===== src/verilog/tfp_defines.svh =====
// Purpose: register offsets, field positions, reset values and timing counts
// Assumes: 8-bit register port, 10 MHz system clock
// Notes: offsets are local to this block
`ifndef TFP_DEFINES_SVH
`define TFP_DEFINES_SVH

`define TFP_ADDR_COUNTER 3'h0
`define TFP_ADDR_COMPARE 3'h1
`define TFP_ADDR_MASK 3'h2
`define TFP_ADDR_FLAGS 3'h3
`define TFP_ADDR_SFC 3'h4
`define TFP_ADDR_CONTROL 3'h5

`define TFP_BIT_CMP 1
`define TFP_BIT_OVF 0
`define TFP_BIT_PSR 0

`define TFP_RST_BYTE 8'h00
`define TFP_RST_CS 3'h0
`define TFP_RST_WGM 2'h0

`define TFP_PRE_W 10
`define TFP_DIV8_MASK 10'h007
`define TFP_DIV64_MASK 10'h03F
`define TFP_DIV256_MASK 10'h0FF
`define TFP_DIV1024_MASK 10'h3FF

`endif


===== src/verilog/tfp_pkg.sv =====
// Purpose: shared types of the timer and prescaler block
// Assumes: nothing beyond the defines header
// Notes: clock select codes and bus carrier
package tfp_pkg;

   typedef enum logic [2:0] {
      TFP_CS_STOP = 3'h0,
      TFP_CS_DIRECT = 3'h1,
      TFP_CS_DIV8 = 3'h2,
      TFP_CS_DIV64 = 3'h3,
      TFP_CS_DIV256 = 3'h4,
      TFP_CS_DIV1024 = 3'h5,
      TFP_CS_EXT_FALL = 3'h6,
      TFP_CS_EXT_RISE = 3'h7
   } tfp_cs_t;

   typedef struct packed {
      logic [2:0] addr;
      logic [7:0] wdata;
      logic wr;
      logic rd;
   } tfp_bus_req_t;

endpackage : tfp_pkg


===== src/verilog/tfp_timer.sv =====
// Purpose: 8-bit timer counter with compare, flags and shared prescaler
// Assumes: one 10 MHz clock, synchronous active-low reset
// Notes: wgm field only selects phase-correct up/down counting
`include "tfp_defines.svh"

////////////////////////////////////////////////////////////////////////////
// How it works
// - counter read/write; write blocks next match
// - 8-bit compare checked on every timer tick
// - compare irq needs mask bit1, global, flag
// - overflow irq needs mask bit0, global, flag
// - compare match sets flag bit1
// - vector acknowledge clears matching flag
// - writing one clears flag, zero keeps
// - overflow flag bit0; phase-correct at zero
// - select 1 counts every clock
// - prescaler taps 8, 64, 256, 1024
// - prescaler free running, shared by timers
// - first prescaled count 1..N cycles after the select write
// - count pin sampled through synchronizer
// - one tick per selected pin edge
// - counter updates 3-4 cycles after edge
// - external edges bypass the prescaler
// - prescaler reset bit self clears, reads zero
// - select codes: stop, direct, taps, edges
module tfp_timer
   import tfp_pkg::*;
(
   input wire logic clk,
   input wire logic rst_n,
   input wire tfp_bus_req_t bus_req,
   output logic [7:0] rdata,
   input wire logic count_pin_a,
   input wire logic global_irq_enable,
   input wire logic compare_vector_ack,
   input wire logic overflow_vector_ack,
   output logic compare_irq,
   output logic overflow_irq,
   output logic compare_match,
   output logic [3:0] prescale_taps
);

   ////////////////////////////////////////////////////////////////////////
   // registers
   logic [7:0] counter_value_q;
   logic [7:0] compare_value_q;
   logic [7:0] timer_irq_mask_q;
   logic compare_match_flag_q;
   logic overflow_flag_q;
   logic [2:0] clock_select_q;
   logic [1:0] wgm_q;
   logic down_q;
   logic [`TFP_PRE_W-1:0] presc_q;
   logic [2:0] pin_sync_q;
   logic pin_level_q;
   logic block_match_q;
   logic timer_tick;
   logic [3:0] tap;
   logic pin_rise;
   logic pin_fall;
   logic match_now;
   logic ovf_now;
   logic wr_counter;
   logic wr_flags;
   logic wr_sfc;
   logic psr_hit;

   assign wr_counter = bus_req.wr && bus_req.addr == `TFP_ADDR_COUNTER;
   assign wr_flags = bus_req.wr && bus_req.addr == `TFP_ADDR_FLAGS;
   assign wr_sfc = bus_req.wr && bus_req.addr == `TFP_ADDR_SFC;
   // hardware clears the request in the same cycle
   assign psr_hit = wr_sfc && bus_req.wdata[`TFP_BIT_PSR];

   ////////////////////////////////////////////////////////////////////////
   // shared prescaler
   always_ff @(posedge clk)
   begin
      if (!rst_n || psr_hit)
         presc_q <= '0;
      else
         presc_q <= presc_q + 1'b1;
   end

   // tap pulses at terminal count of each divisor
   assign tap[0] = (presc_q & `TFP_DIV8_MASK) == `TFP_DIV8_MASK;
   assign tap[1] = (presc_q & `TFP_DIV64_MASK) == `TFP_DIV64_MASK;
   assign tap[2] = (presc_q & `TFP_DIV256_MASK) == `TFP_DIV256_MASK;
   assign tap[3] = presc_q == `TFP_DIV1024_MASK;

   always_ff @(posedge clk)
   begin
      if (!rst_n)
         prescale_taps <= 4'h0;
      else
         prescale_taps <= tap;
   end

   ////////////////////////////////////////////////////////////////////////
   // count pin synchronizer and edge detector
   always_ff @(posedge clk)
   begin
      if (!rst_n)
      begin
         pin_sync_q <= 3'h0;
         pin_level_q <= 1'b0;
      end
      else
      begin
         pin_sync_q <= {pin_sync_q[1:0], count_pin_a};
         if (pin_sync_q[1] == pin_sync_q[2])
            pin_level_q <= pin_sync_q[2];
      end
   end

   // edge seen once stages two and three agree on the new level
   assign pin_rise = pin_sync_q[1] && pin_sync_q[2] && !pin_level_q;
   assign pin_fall = !pin_sync_q[1] && !pin_sync_q[2] && pin_level_q;

   ////////////////////////////////////////////////////////////////////////
   // clock select
   always_comb
   begin
      case (tfp_cs_t'(clock_select_q))
         TFP_CS_STOP: timer_tick = 1'b0;
         TFP_CS_DIRECT: timer_tick = 1'b1;
         TFP_CS_DIV8: timer_tick = tap[0];
         TFP_CS_DIV64: timer_tick = tap[1];
         TFP_CS_DIV256: timer_tick = tap[2];
         TFP_CS_DIV1024: timer_tick = tap[3];
         TFP_CS_EXT_FALL: timer_tick = pin_fall;
         TFP_CS_EXT_RISE: timer_tick = pin_rise;
         default: timer_tick = 1'b0;
      endcase
   end

   ////////////////////////////////////////////////////////////////////////
   // counter
   assign match_now = counter_value_q == compare_value_q;
   assign ovf_now = timer_tick && (wgm_q == 2'h1 ?
      (down_q && counter_value_q == 8'h01) :
      counter_value_q == 8'hFF);

   always_ff @(posedge clk)
   begin
      if (!rst_n)
      begin
         counter_value_q <= `TFP_RST_BYTE;
         down_q <= 1'b0;
      end
      else if (wr_counter)
         counter_value_q <= bus_req.wdata;
      else if (timer_tick)
      begin
         if (wgm_q == 2'h1)
         begin
            if (!down_q && counter_value_q == 8'hFF)
            begin
               down_q <= 1'b1;
               counter_value_q <= 8'hFE;
            end
            else if (down_q && counter_value_q == 8'h00)
            begin
               down_q <= 1'b0;
               counter_value_q <= 8'h01;
            end
            else if (down_q)
               counter_value_q <= counter_value_q - 1'b1;
            else
               counter_value_q <= counter_value_q + 1'b1;
         end
         else
            counter_value_q <= counter_value_q + 1'b1;
      end
   end

   // a counter write masks the match of the next timer tick
   always_ff @(posedge clk)
   begin
      if (!rst_n)
         block_match_q <= 1'b0;
      else if (wr_counter)
         block_match_q <= 1'b1;
      else if (timer_tick)
         block_match_q <= 1'b0;
   end

   ////////////////////////////////////////////////////////////////////////
   // software registers
   always_ff @(posedge clk)
   begin
      if (!rst_n)
      begin
         compare_value_q <= `TFP_RST_BYTE;
         timer_irq_mask_q <= `TFP_RST_BYTE;
         clock_select_q <= `TFP_RST_CS;
         wgm_q <= `TFP_RST_WGM;
      end
      else if (bus_req.wr)
      begin
         case (bus_req.addr)
            `TFP_ADDR_COMPARE: compare_value_q <= bus_req.wdata;
            `TFP_ADDR_MASK: timer_irq_mask_q <= bus_req.wdata;
            `TFP_ADDR_CONTROL:
            begin
               clock_select_q <= bus_req.wdata[2:0];
               wgm_q <= bus_req.wdata[4:3];
            end
            default: ;
         endcase
      end
   end

   ////////////////////////////////////////////////////////////////////////
   // flags: hardware set wins over any clear
   always_ff @(posedge clk)
   begin
      if (!rst_n)
         compare_match_flag_q <= 1'b0;
      else if (timer_tick && match_now && !block_match_q)
         compare_match_flag_q <= 1'b1;
      else if (compare_vector_ack)
         compare_match_flag_q <= 1'b0;
      else if (wr_flags && bus_req.wdata[`TFP_BIT_CMP])
         compare_match_flag_q <= 1'b0;
   end

   always_ff @(posedge clk)
   begin
      if (!rst_n)
         overflow_flag_q <= 1'b0;
      else if (ovf_now)
         overflow_flag_q <= 1'b1;
      else if (overflow_vector_ack)
         overflow_flag_q <= 1'b0;
      else if (wr_flags && bus_req.wdata[`TFP_BIT_OVF])
         overflow_flag_q <= 1'b0;
   end

   always_ff @(posedge clk)
   begin
      if (!rst_n)
         compare_match <= 1'b0;
      else
         compare_match <= timer_tick && match_now && !block_match_q;
   end

   ////////////////////////////////////////////////////////////////////////
   // interrupt requests
   always_ff @(posedge clk)
   begin
      if (!rst_n)
      begin
         compare_irq <= 1'b0;
         overflow_irq <= 1'b0;
      end
      else
      begin
         compare_irq <= timer_irq_mask_q[`TFP_BIT_CMP] && global_irq_enable
            && compare_match_flag_q;
         overflow_irq <= timer_irq_mask_q[`TFP_BIT_OVF] && global_irq_enable
            && overflow_flag_q;
      end
   end

   ////////////////////////////////////////////////////////////////////////
   // read port
   always_ff @(posedge clk)
   begin
      if (!rst_n)
         rdata <= 8'h00;
      else if (bus_req.rd)
      begin
         case (bus_req.addr)
            `TFP_ADDR_COUNTER: rdata <= counter_value_q;
            `TFP_ADDR_COMPARE: rdata <= compare_value_q;
            `TFP_ADDR_MASK: rdata <= timer_irq_mask_q;
            `TFP_ADDR_FLAGS:
               rdata <= {6'h00, compare_match_flag_q, overflow_flag_q};
            `TFP_ADDR_SFC: rdata <= 8'h00;
            `TFP_ADDR_CONTROL: rdata <= {3'h0, wgm_q, clock_select_q};
            default: rdata <= 8'h00;
         endcase
      end
      else
         rdata <= 8'h00;
   end

endmodule : tfp_timer

===== config.mk =====
export PLATFORM = sky130hd
export DESIGN_NAME = tfp_timer
export DESIGN_NICKNAME = d
export VERILOG_FILES = /design/src/verilog/tfp_pkg.sv /design/src/verilog/tfp_timer.sv
export VERILOG_INCLUDE_DIRS = /design/src /design/src/verilog
export SDC_FILE = /design/constraint.sdc
export NUM_CORES = 1
export LEC_CHECK = 0
export ABC_CLOCK_PERIOD_IN_PS = 2600
export BUFFER_PORTS_ARGS = -buffer_cell sky130_fd_sc_hd__buf_4
export CORE_MARGIN = 2
export CORE_UTILIZATION = 30
export CTS_BUF_LIST = sky130_fd_sc_hd__clkbuf_8
export DETAILED_ROUTE_END_ITERATION = 12
export GPL_ROUTABILITY_DRIVEN = 0
export PLACE_DENSITY_LB_ADDON = 0.25
export SETUP_SLACK_MARGIN = 0.2
export SLEW_MARGIN = 20
export SYNTH_ARGS = -nofsm -noshare
export SYNTH_HDL_FRONTEND = slang
export SYNTH_SLANG_ARGS = --single-unit

===== constraint.sdc =====
create_clock -name clk -period 2.6 [get_ports clk]
set_input_delay 0 -clock clk [delete_from_list [all_inputs] [get_ports clk]]
set_output_delay 0 -clock clk [all_outputs]
set_load 0.05 [all_outputs]

# Yosys cells after proc, flatten, opt, wreduce, memory -nomap -nowiden
# Index checks and enable logic that the tools add are counted.
[classes] addsub=3 n_eq_ne=21 n_mux=19 bitwise=1 reduce_logical=39
[op_table] cell="8-bit 2-to-1 mux" n=6
[op_table] cell="8-bit case mux with 5 select lines" n=1
[op_table] cell="3-bit == test (second input constant)" n=7
[op_table] cell="1-bit logical AND" n=20
[op_table] cell="8-bit == test (second input constant)" n=2
[op_table] cell="3-bit by 2-bit == test with 1-bit output (second input constant)" n=4
[op_table] cell="1-bit 2-to-1 mux" n=11
[op_table] cell="10-bit by 1-bit adder with 10-bit output (second input constant)" n=1
[op_table] cell="10-bit == test (second input constant)" n=1
[op_table] cell="8-bit by 1-bit adder with 8-bit output (second input constant)" n=1
[op_table] cell="8-bit by 1-bit == test with 1-bit output (second input constant)" n=1
[op_table] cell="8-bit == test" n=1
[op_table] cell="8-bit zero test" n=1
[op_table] cell="1-bit case mux with 8 select lines" n=1
[op_table] cell="2-bit AND reduction" n=4
[op_table] cell="8-bit by 1-bit subtractor with 8-bit output (second input constant)" n=1
[op_table] cell="3-bit by 1-bit == test with 1-bit output (second input constant)" n=2
[op_table] cell="6-bit == test (second input constant)" n=1
[op_table] cell="1-bit zero test" n=6
[op_table] cell="3-bit zero test" n=2
[op_table] cell="3-bit nonzero test" n=2
[op_table] cell="4-bit AND reduction" n=1
[op_table] cell="2-bit nonzero test" n=2
[op_table] cell="2-bit by 1-bit == test with 1-bit output (second input constant)" n=1
[op_table] cell="other kinds (3)" n=3
[totals] regBits=62 input_bits=19 out_inout_bits=15 elab_cells=100

# Logic depth before layout (Yosys ltp)
[depth] ltp_word=7 depth_mapped=9 depth_no_buf=8

# Least setup slack after synthesis
# OpenSTA, ideal clock, no wires.
[synth_timing] path_kind="register to register" start="register counter_value_q[0]" end="register counter_value_q[6]" setup_time_ps=71 arrival_ps=1970 required_ps=2529 slack_ps=559 path_stages_with_launch=10 n_path_buf=1 synth_period_minus_slack_ps=2041 path_cell_list="dfxtp_1 buf_6 inv_1 ha_1 or3b_1 or4_1 nand4_1 o41ai_1 a211o_1 a21oi_1"
[synth_between] elab_chain_cells=7 elab_cells_between_ends=12 cone_classes="2 x add/sub; 1 x eq/ne; 6 x mux; 3 x reduce/logical"
[synth_rtl] element="start: declaration" line_no="tfp_timer.sv:45" source="logic [7:0] counter_value_q;"
[synth_rtl] element="start signal: assignment" line_no="tfp_timer.sv:147" source="counter_value_q <= `TFP_RST_BYTE;"
[synth_rtl] element="start signal: assignment" line_no="tfp_timer.sv:151" source="counter_value_q <= bus_req.wdata;"
[synth_rtl] element="start signal: assignment" line_no="tfp_timer.sv:167" source="counter_value_q <= counter_value_q - 1'b1;"
[synth_rtl] element="8-bit by 1-bit adder with 8-bit output (tied with other cells)" line_no="tfp_timer.sv:169, tfp_timer.sv:172"
[synth_rtl] element="8-bit 2-to-1 mux / 1-bit logical AND (equally long branches)" line_no="tfp_timer.sv:166, tfp_timer.sv:161"
[synth_rtl] element="8-bit 2-to-1 mux" line_no="tfp_timer.sv:161" source="else if (down_q && counter_value_q == 8'h00)"
[synth_rtl] element="8-bit 2-to-1 mux" line_no="tfp_timer.sv:156" source="if (!down_q && counter_value_q == 8'hFF)"
[synth_rtl] element="8-bit 2-to-1 mux *" line_no="tfp_timer.sv:154" source="if (wgm_q == 2'h1)"
[synth_rtl] element="8-bit 2-to-1 mux *" line_no="tfp_timer.sv:152" source="else if (timer_tick)"
[synth_rtl] element="8-bit 2-to-1 mux *" line_no="tfp_timer.sv:150" source="else if (wr_counter)"
# Every way passes the cells marked *; elsewhere a longest branch is shown, timed or not. The select of a mux whose other input is x is not followed.
# A chain may end at the register's enable or synchronous reset.

# Worst setup path after layout
[layout_timing] start="register counter_value_q[1]" end="register counter_value_q[6]"
# The elaborated chain is that of the path after synthesis.

==> results.sh <==
export IMPL_synth_ff_type="dfxtp_1"
export IMPL_crit_fanout=8
export IMPL_fin_crit_sh_pct=85.1
export IMPL_avgRoutedWirePerCell_um=15.2
export IMPL_arrival_ps=2490
export IMPL_power_density_nw_per_um2=520
export IMPL_first_global_vias=2792
export IMPL_avgViaCountPerCell=5.16
export IMPL_utilization_pct=37.7
export IMPL_status="finished, final reports clean"
export IMPL_slew_viol_final=0
export IMPL_path_clk_slew_ps=70
export IMPL_crit_path_top_delay_cell="or4_1"
export IMPL_cts_root_buf="clkbuf_8"
export IMPL_nets=448
export IMPL_worst_slew_pin_slew_ps=673
export IMPL_clock_latency_ps=340
export IMPL_syn_nets=405
export IMPL_drt_iter0_markers=198
export IMPL_drtPass1Iterations=4
export IMPL_die_y_um=106
export IMPL_place_hpwl_um=6020
export IMPL_period_minus_slack_ps=2210
export IMPL_gr_total_overflow=0
export IMPL_async_flop_share_pct=0
export IMPL_maxCapViolCount=0
export IMPL_start_util_pct=30.8
export IMPL_diodes=0
export IMPL_synth_cells=378
export IMPL_cts_buffers=9
export IMPL_ir_worst_vdd_v=0.000206
export IMPL_synth_edf_count=0
export IMPL_grt_start_max_net_pins=34
export IMPL_avgSynthCellArea_um2=8.32
export IMPL_relSlewSlack_pct=55.1
export IMPL_endpoint_kind="flip-flop"
export IMPL_cpPeakStageDelay_ps=410
export IMPL_max_freq_ghz=0.452
export IMPL_htree_levels=3
export IMPL_hold_violations=0
export IMPL_finalSetupViolCount=0
export IMPL_cts_buffer_depth=2
export IMPL_dp_cells=532
export IMPL_antenna_found_initial=0
export IMPL_cts_tree="done"
export IMPL_critPathKind="reg2reg"
export IMPL_core_area_um2=10200
export IMPL_placement_io_buffers=33
export IMPL_holdCritPathClass="in2reg"
export IMPL_tns_ps=0
export IMPL_die_area_um2=11300
export IMPL_stdcell_count=561
export IMPL_chipWidth_um=106
export IMPL_critPathRequiredTime_ps=2880
export IMPL_drive_gt1_share_pct=16.0
export IMPL_yosysWarningCount=0
export IMPL_syn_area_um2=3150
export IMPL_ios=34
export IMPL_ys_seq_area_share_pct=39.4
export IMPL_crit_chain="inv_1 -> ha_1 -> or3b_1 -> or4_1 -> nand4_1 -> o41ai_1 -> a211o_1 -> a21oi_1"
export IMPL_drc=0
export IMPL_dr_total_vias=2893
export IMPL_power_leakage_nw=1.50
export IMPL_yosys_cell_types_count=54
export IMPL_rsz0062_at_grt="no"
export IMPL_rows=37
export IMPL_ant_nets=0
export IMPL_start_kind="flip-flop"
export IMPL_grt_usage_pct=15.9
export IMPL_ys_seq_elements=62
export IMPL_syn2layout_area_growth_pct=22.6
export IMPL_drt_wl_total_um=8550
export IMPL_finClkSkew_ps=10.0
export IMPL_grt_pass1_wl_um=14100
export IMPL_clock_sinks=62
-- cell families after synthesis --
| group | count (synthesis) | synth area share (%) |
|---|---|---|
| xor gates and xnor gates | 19 | 5.29 |
| AOI/OAI and AO/OA | 71 | 14.8 |
| muxes | 24 | 7.75 |
| and+or+nand+nor | 161 | 25.1 |
| DFF | 62 | 39.4 |
| buffers and inverters | 33 | 4.45 |
| adders and majority gates | 8 | 3.18 |
-- synthesized netlist by cell type (4+ instances only) --
cell type,number,area share [%]
buf_2,4,0.64
xnor2_1,9,2.5
nand2_1,35,4.2
mux2i_1,21,6.7
nand3_1,20,3.2
nor2_1,55,6.6
a21oi_1,20,3.2
dfxtp_1,62,39
and2_1,6,1.2
a31oi_1,9,1.8
nand4_1,8,1.6
xor2_1,10,2.8
inv_1,8,0.95
a22oi_1,6,1.4
and3_1,4,0.80
nor3_1,5,0.80
o21ai_0,13,2.1
ha_1,8,3.2
nor2b_1,4,0.80
clkbuf_1,17,2.0
-- critical path: cells and delay by family, from the launching register on --
family / cells / cell delay, ps
simple gates: 3 / 930
buf+inv: 1 / 150
compound gates: 3 / 500
fa+ha+maj: 1 / 190
flops: 1 / 390
-- layout by cell type (no fill, tap or decap), drive strengths merged, types with 10 or more instances in the layout --
| master | n |
|---|---|
| a21oi | 20 |
| buf | 42 |
| clkbuf | 10 |
| dfxtp | 62 |
| dlygate4sd3 | 14 |
| mux2i | 21 |
| nand2 | 35 |
| nand3 | 20 |
| nor2 | 56 |
| o21ai | 15 |
| xor2 | 10 |
-- state kept, by name, indices dropped and copies added (netlist names) --
| register | flops |
|---|---|
| pin_sync_q | 3 |
| presc_q | 10 |
| compare_match | 1 |
| compare_value_q | 8 |
| rdata | 8 |
| timer_irq_mask_q | 8 |
| pin_level_q | 1 |
| block_match_q | 1 |
| clock_select_q | 3 |
| overflow_flag_q | 1 |
| compare_match_flag_q | 1 |
| compare_irq | 1 |
| overflow_irq | 1 |
| counter_value_q | 8 |
| prescale_taps | 4 |
| wgm_q | 2 |
| down_q | 1 |
-- per-layer routing --
metal	GRT usage, %	up-vias	share of wire, %
li1	-	1424	-
met3	2.45	17	4.1
met2	27.1	74	48
met5	0	-	0
met4	7.79	0	2.5
met1	19.4	1378	45
-- path summary, 6_finish.rpt --
path | to | depth (start not counted) | start | slack [ps]
setup / recovery | counter_value_q[6]$_SDFFE_PN0P_ | 8 | counter_value_q[1]$_SDFFE_PN0P_ | 390
hold / removal | presc_q[2]$_SDFF_PP0_ | 3 | bus_req[1] | 90
setup reg to reg | counter_value_q[6]$_SDFFE_PN0P_ | 8 | counter_value_q[1]$_SDFFE_PN0P_ | 390
hold reg to reg | pin_sync_q[1]$_SDFF_PN0_ | 1 | pin_sync_q[0]$_SDFF_PN0_ | 440
-- layout make-up --
type                    count  area, µm²
fillers                  1038       6370
multi-input cells         283       1770
inverters                   9       33.8
clock inverters             5       51.3
flip-flops and latches     62       1240
well taps                 136        170
repair buffers             56        455
clock buffers              10        138
-- through the flow --
stage	worst slack (ps)	area [µm²]	hold WS, ps	total power [W]
4_1_cts	373	3850	83.4	0.00203
3_3_place_gp	434	3530	214	0.00118
5_1_grt	206	3860	108	0.00208
2_1_floorplan	559	3150	127	0.00111
6_report	387	3860	93.2	0.00201
3_5_place_dp	403	3530	225	0.00118
-- report_power, final --
part | leakage, nW | internal (W) | switching [W]
clock | 0.0993 | 0.000456 | 0.000373
combinational | 0.901 | 0.0000827 | 0.000107
sequential | 0.502 | 0.000968 | 0.0000191
-- repair_timing --
action / 4_1_cts / 5_1_grt
resized for setup: 0 / 2
hold buffers: 14 / 0
buffers inserted: 0 / 0
setup endpoints to repair: 0 / 2
hold endpoints to repair: 35 / 0
(Power assumes the default switching activity.)
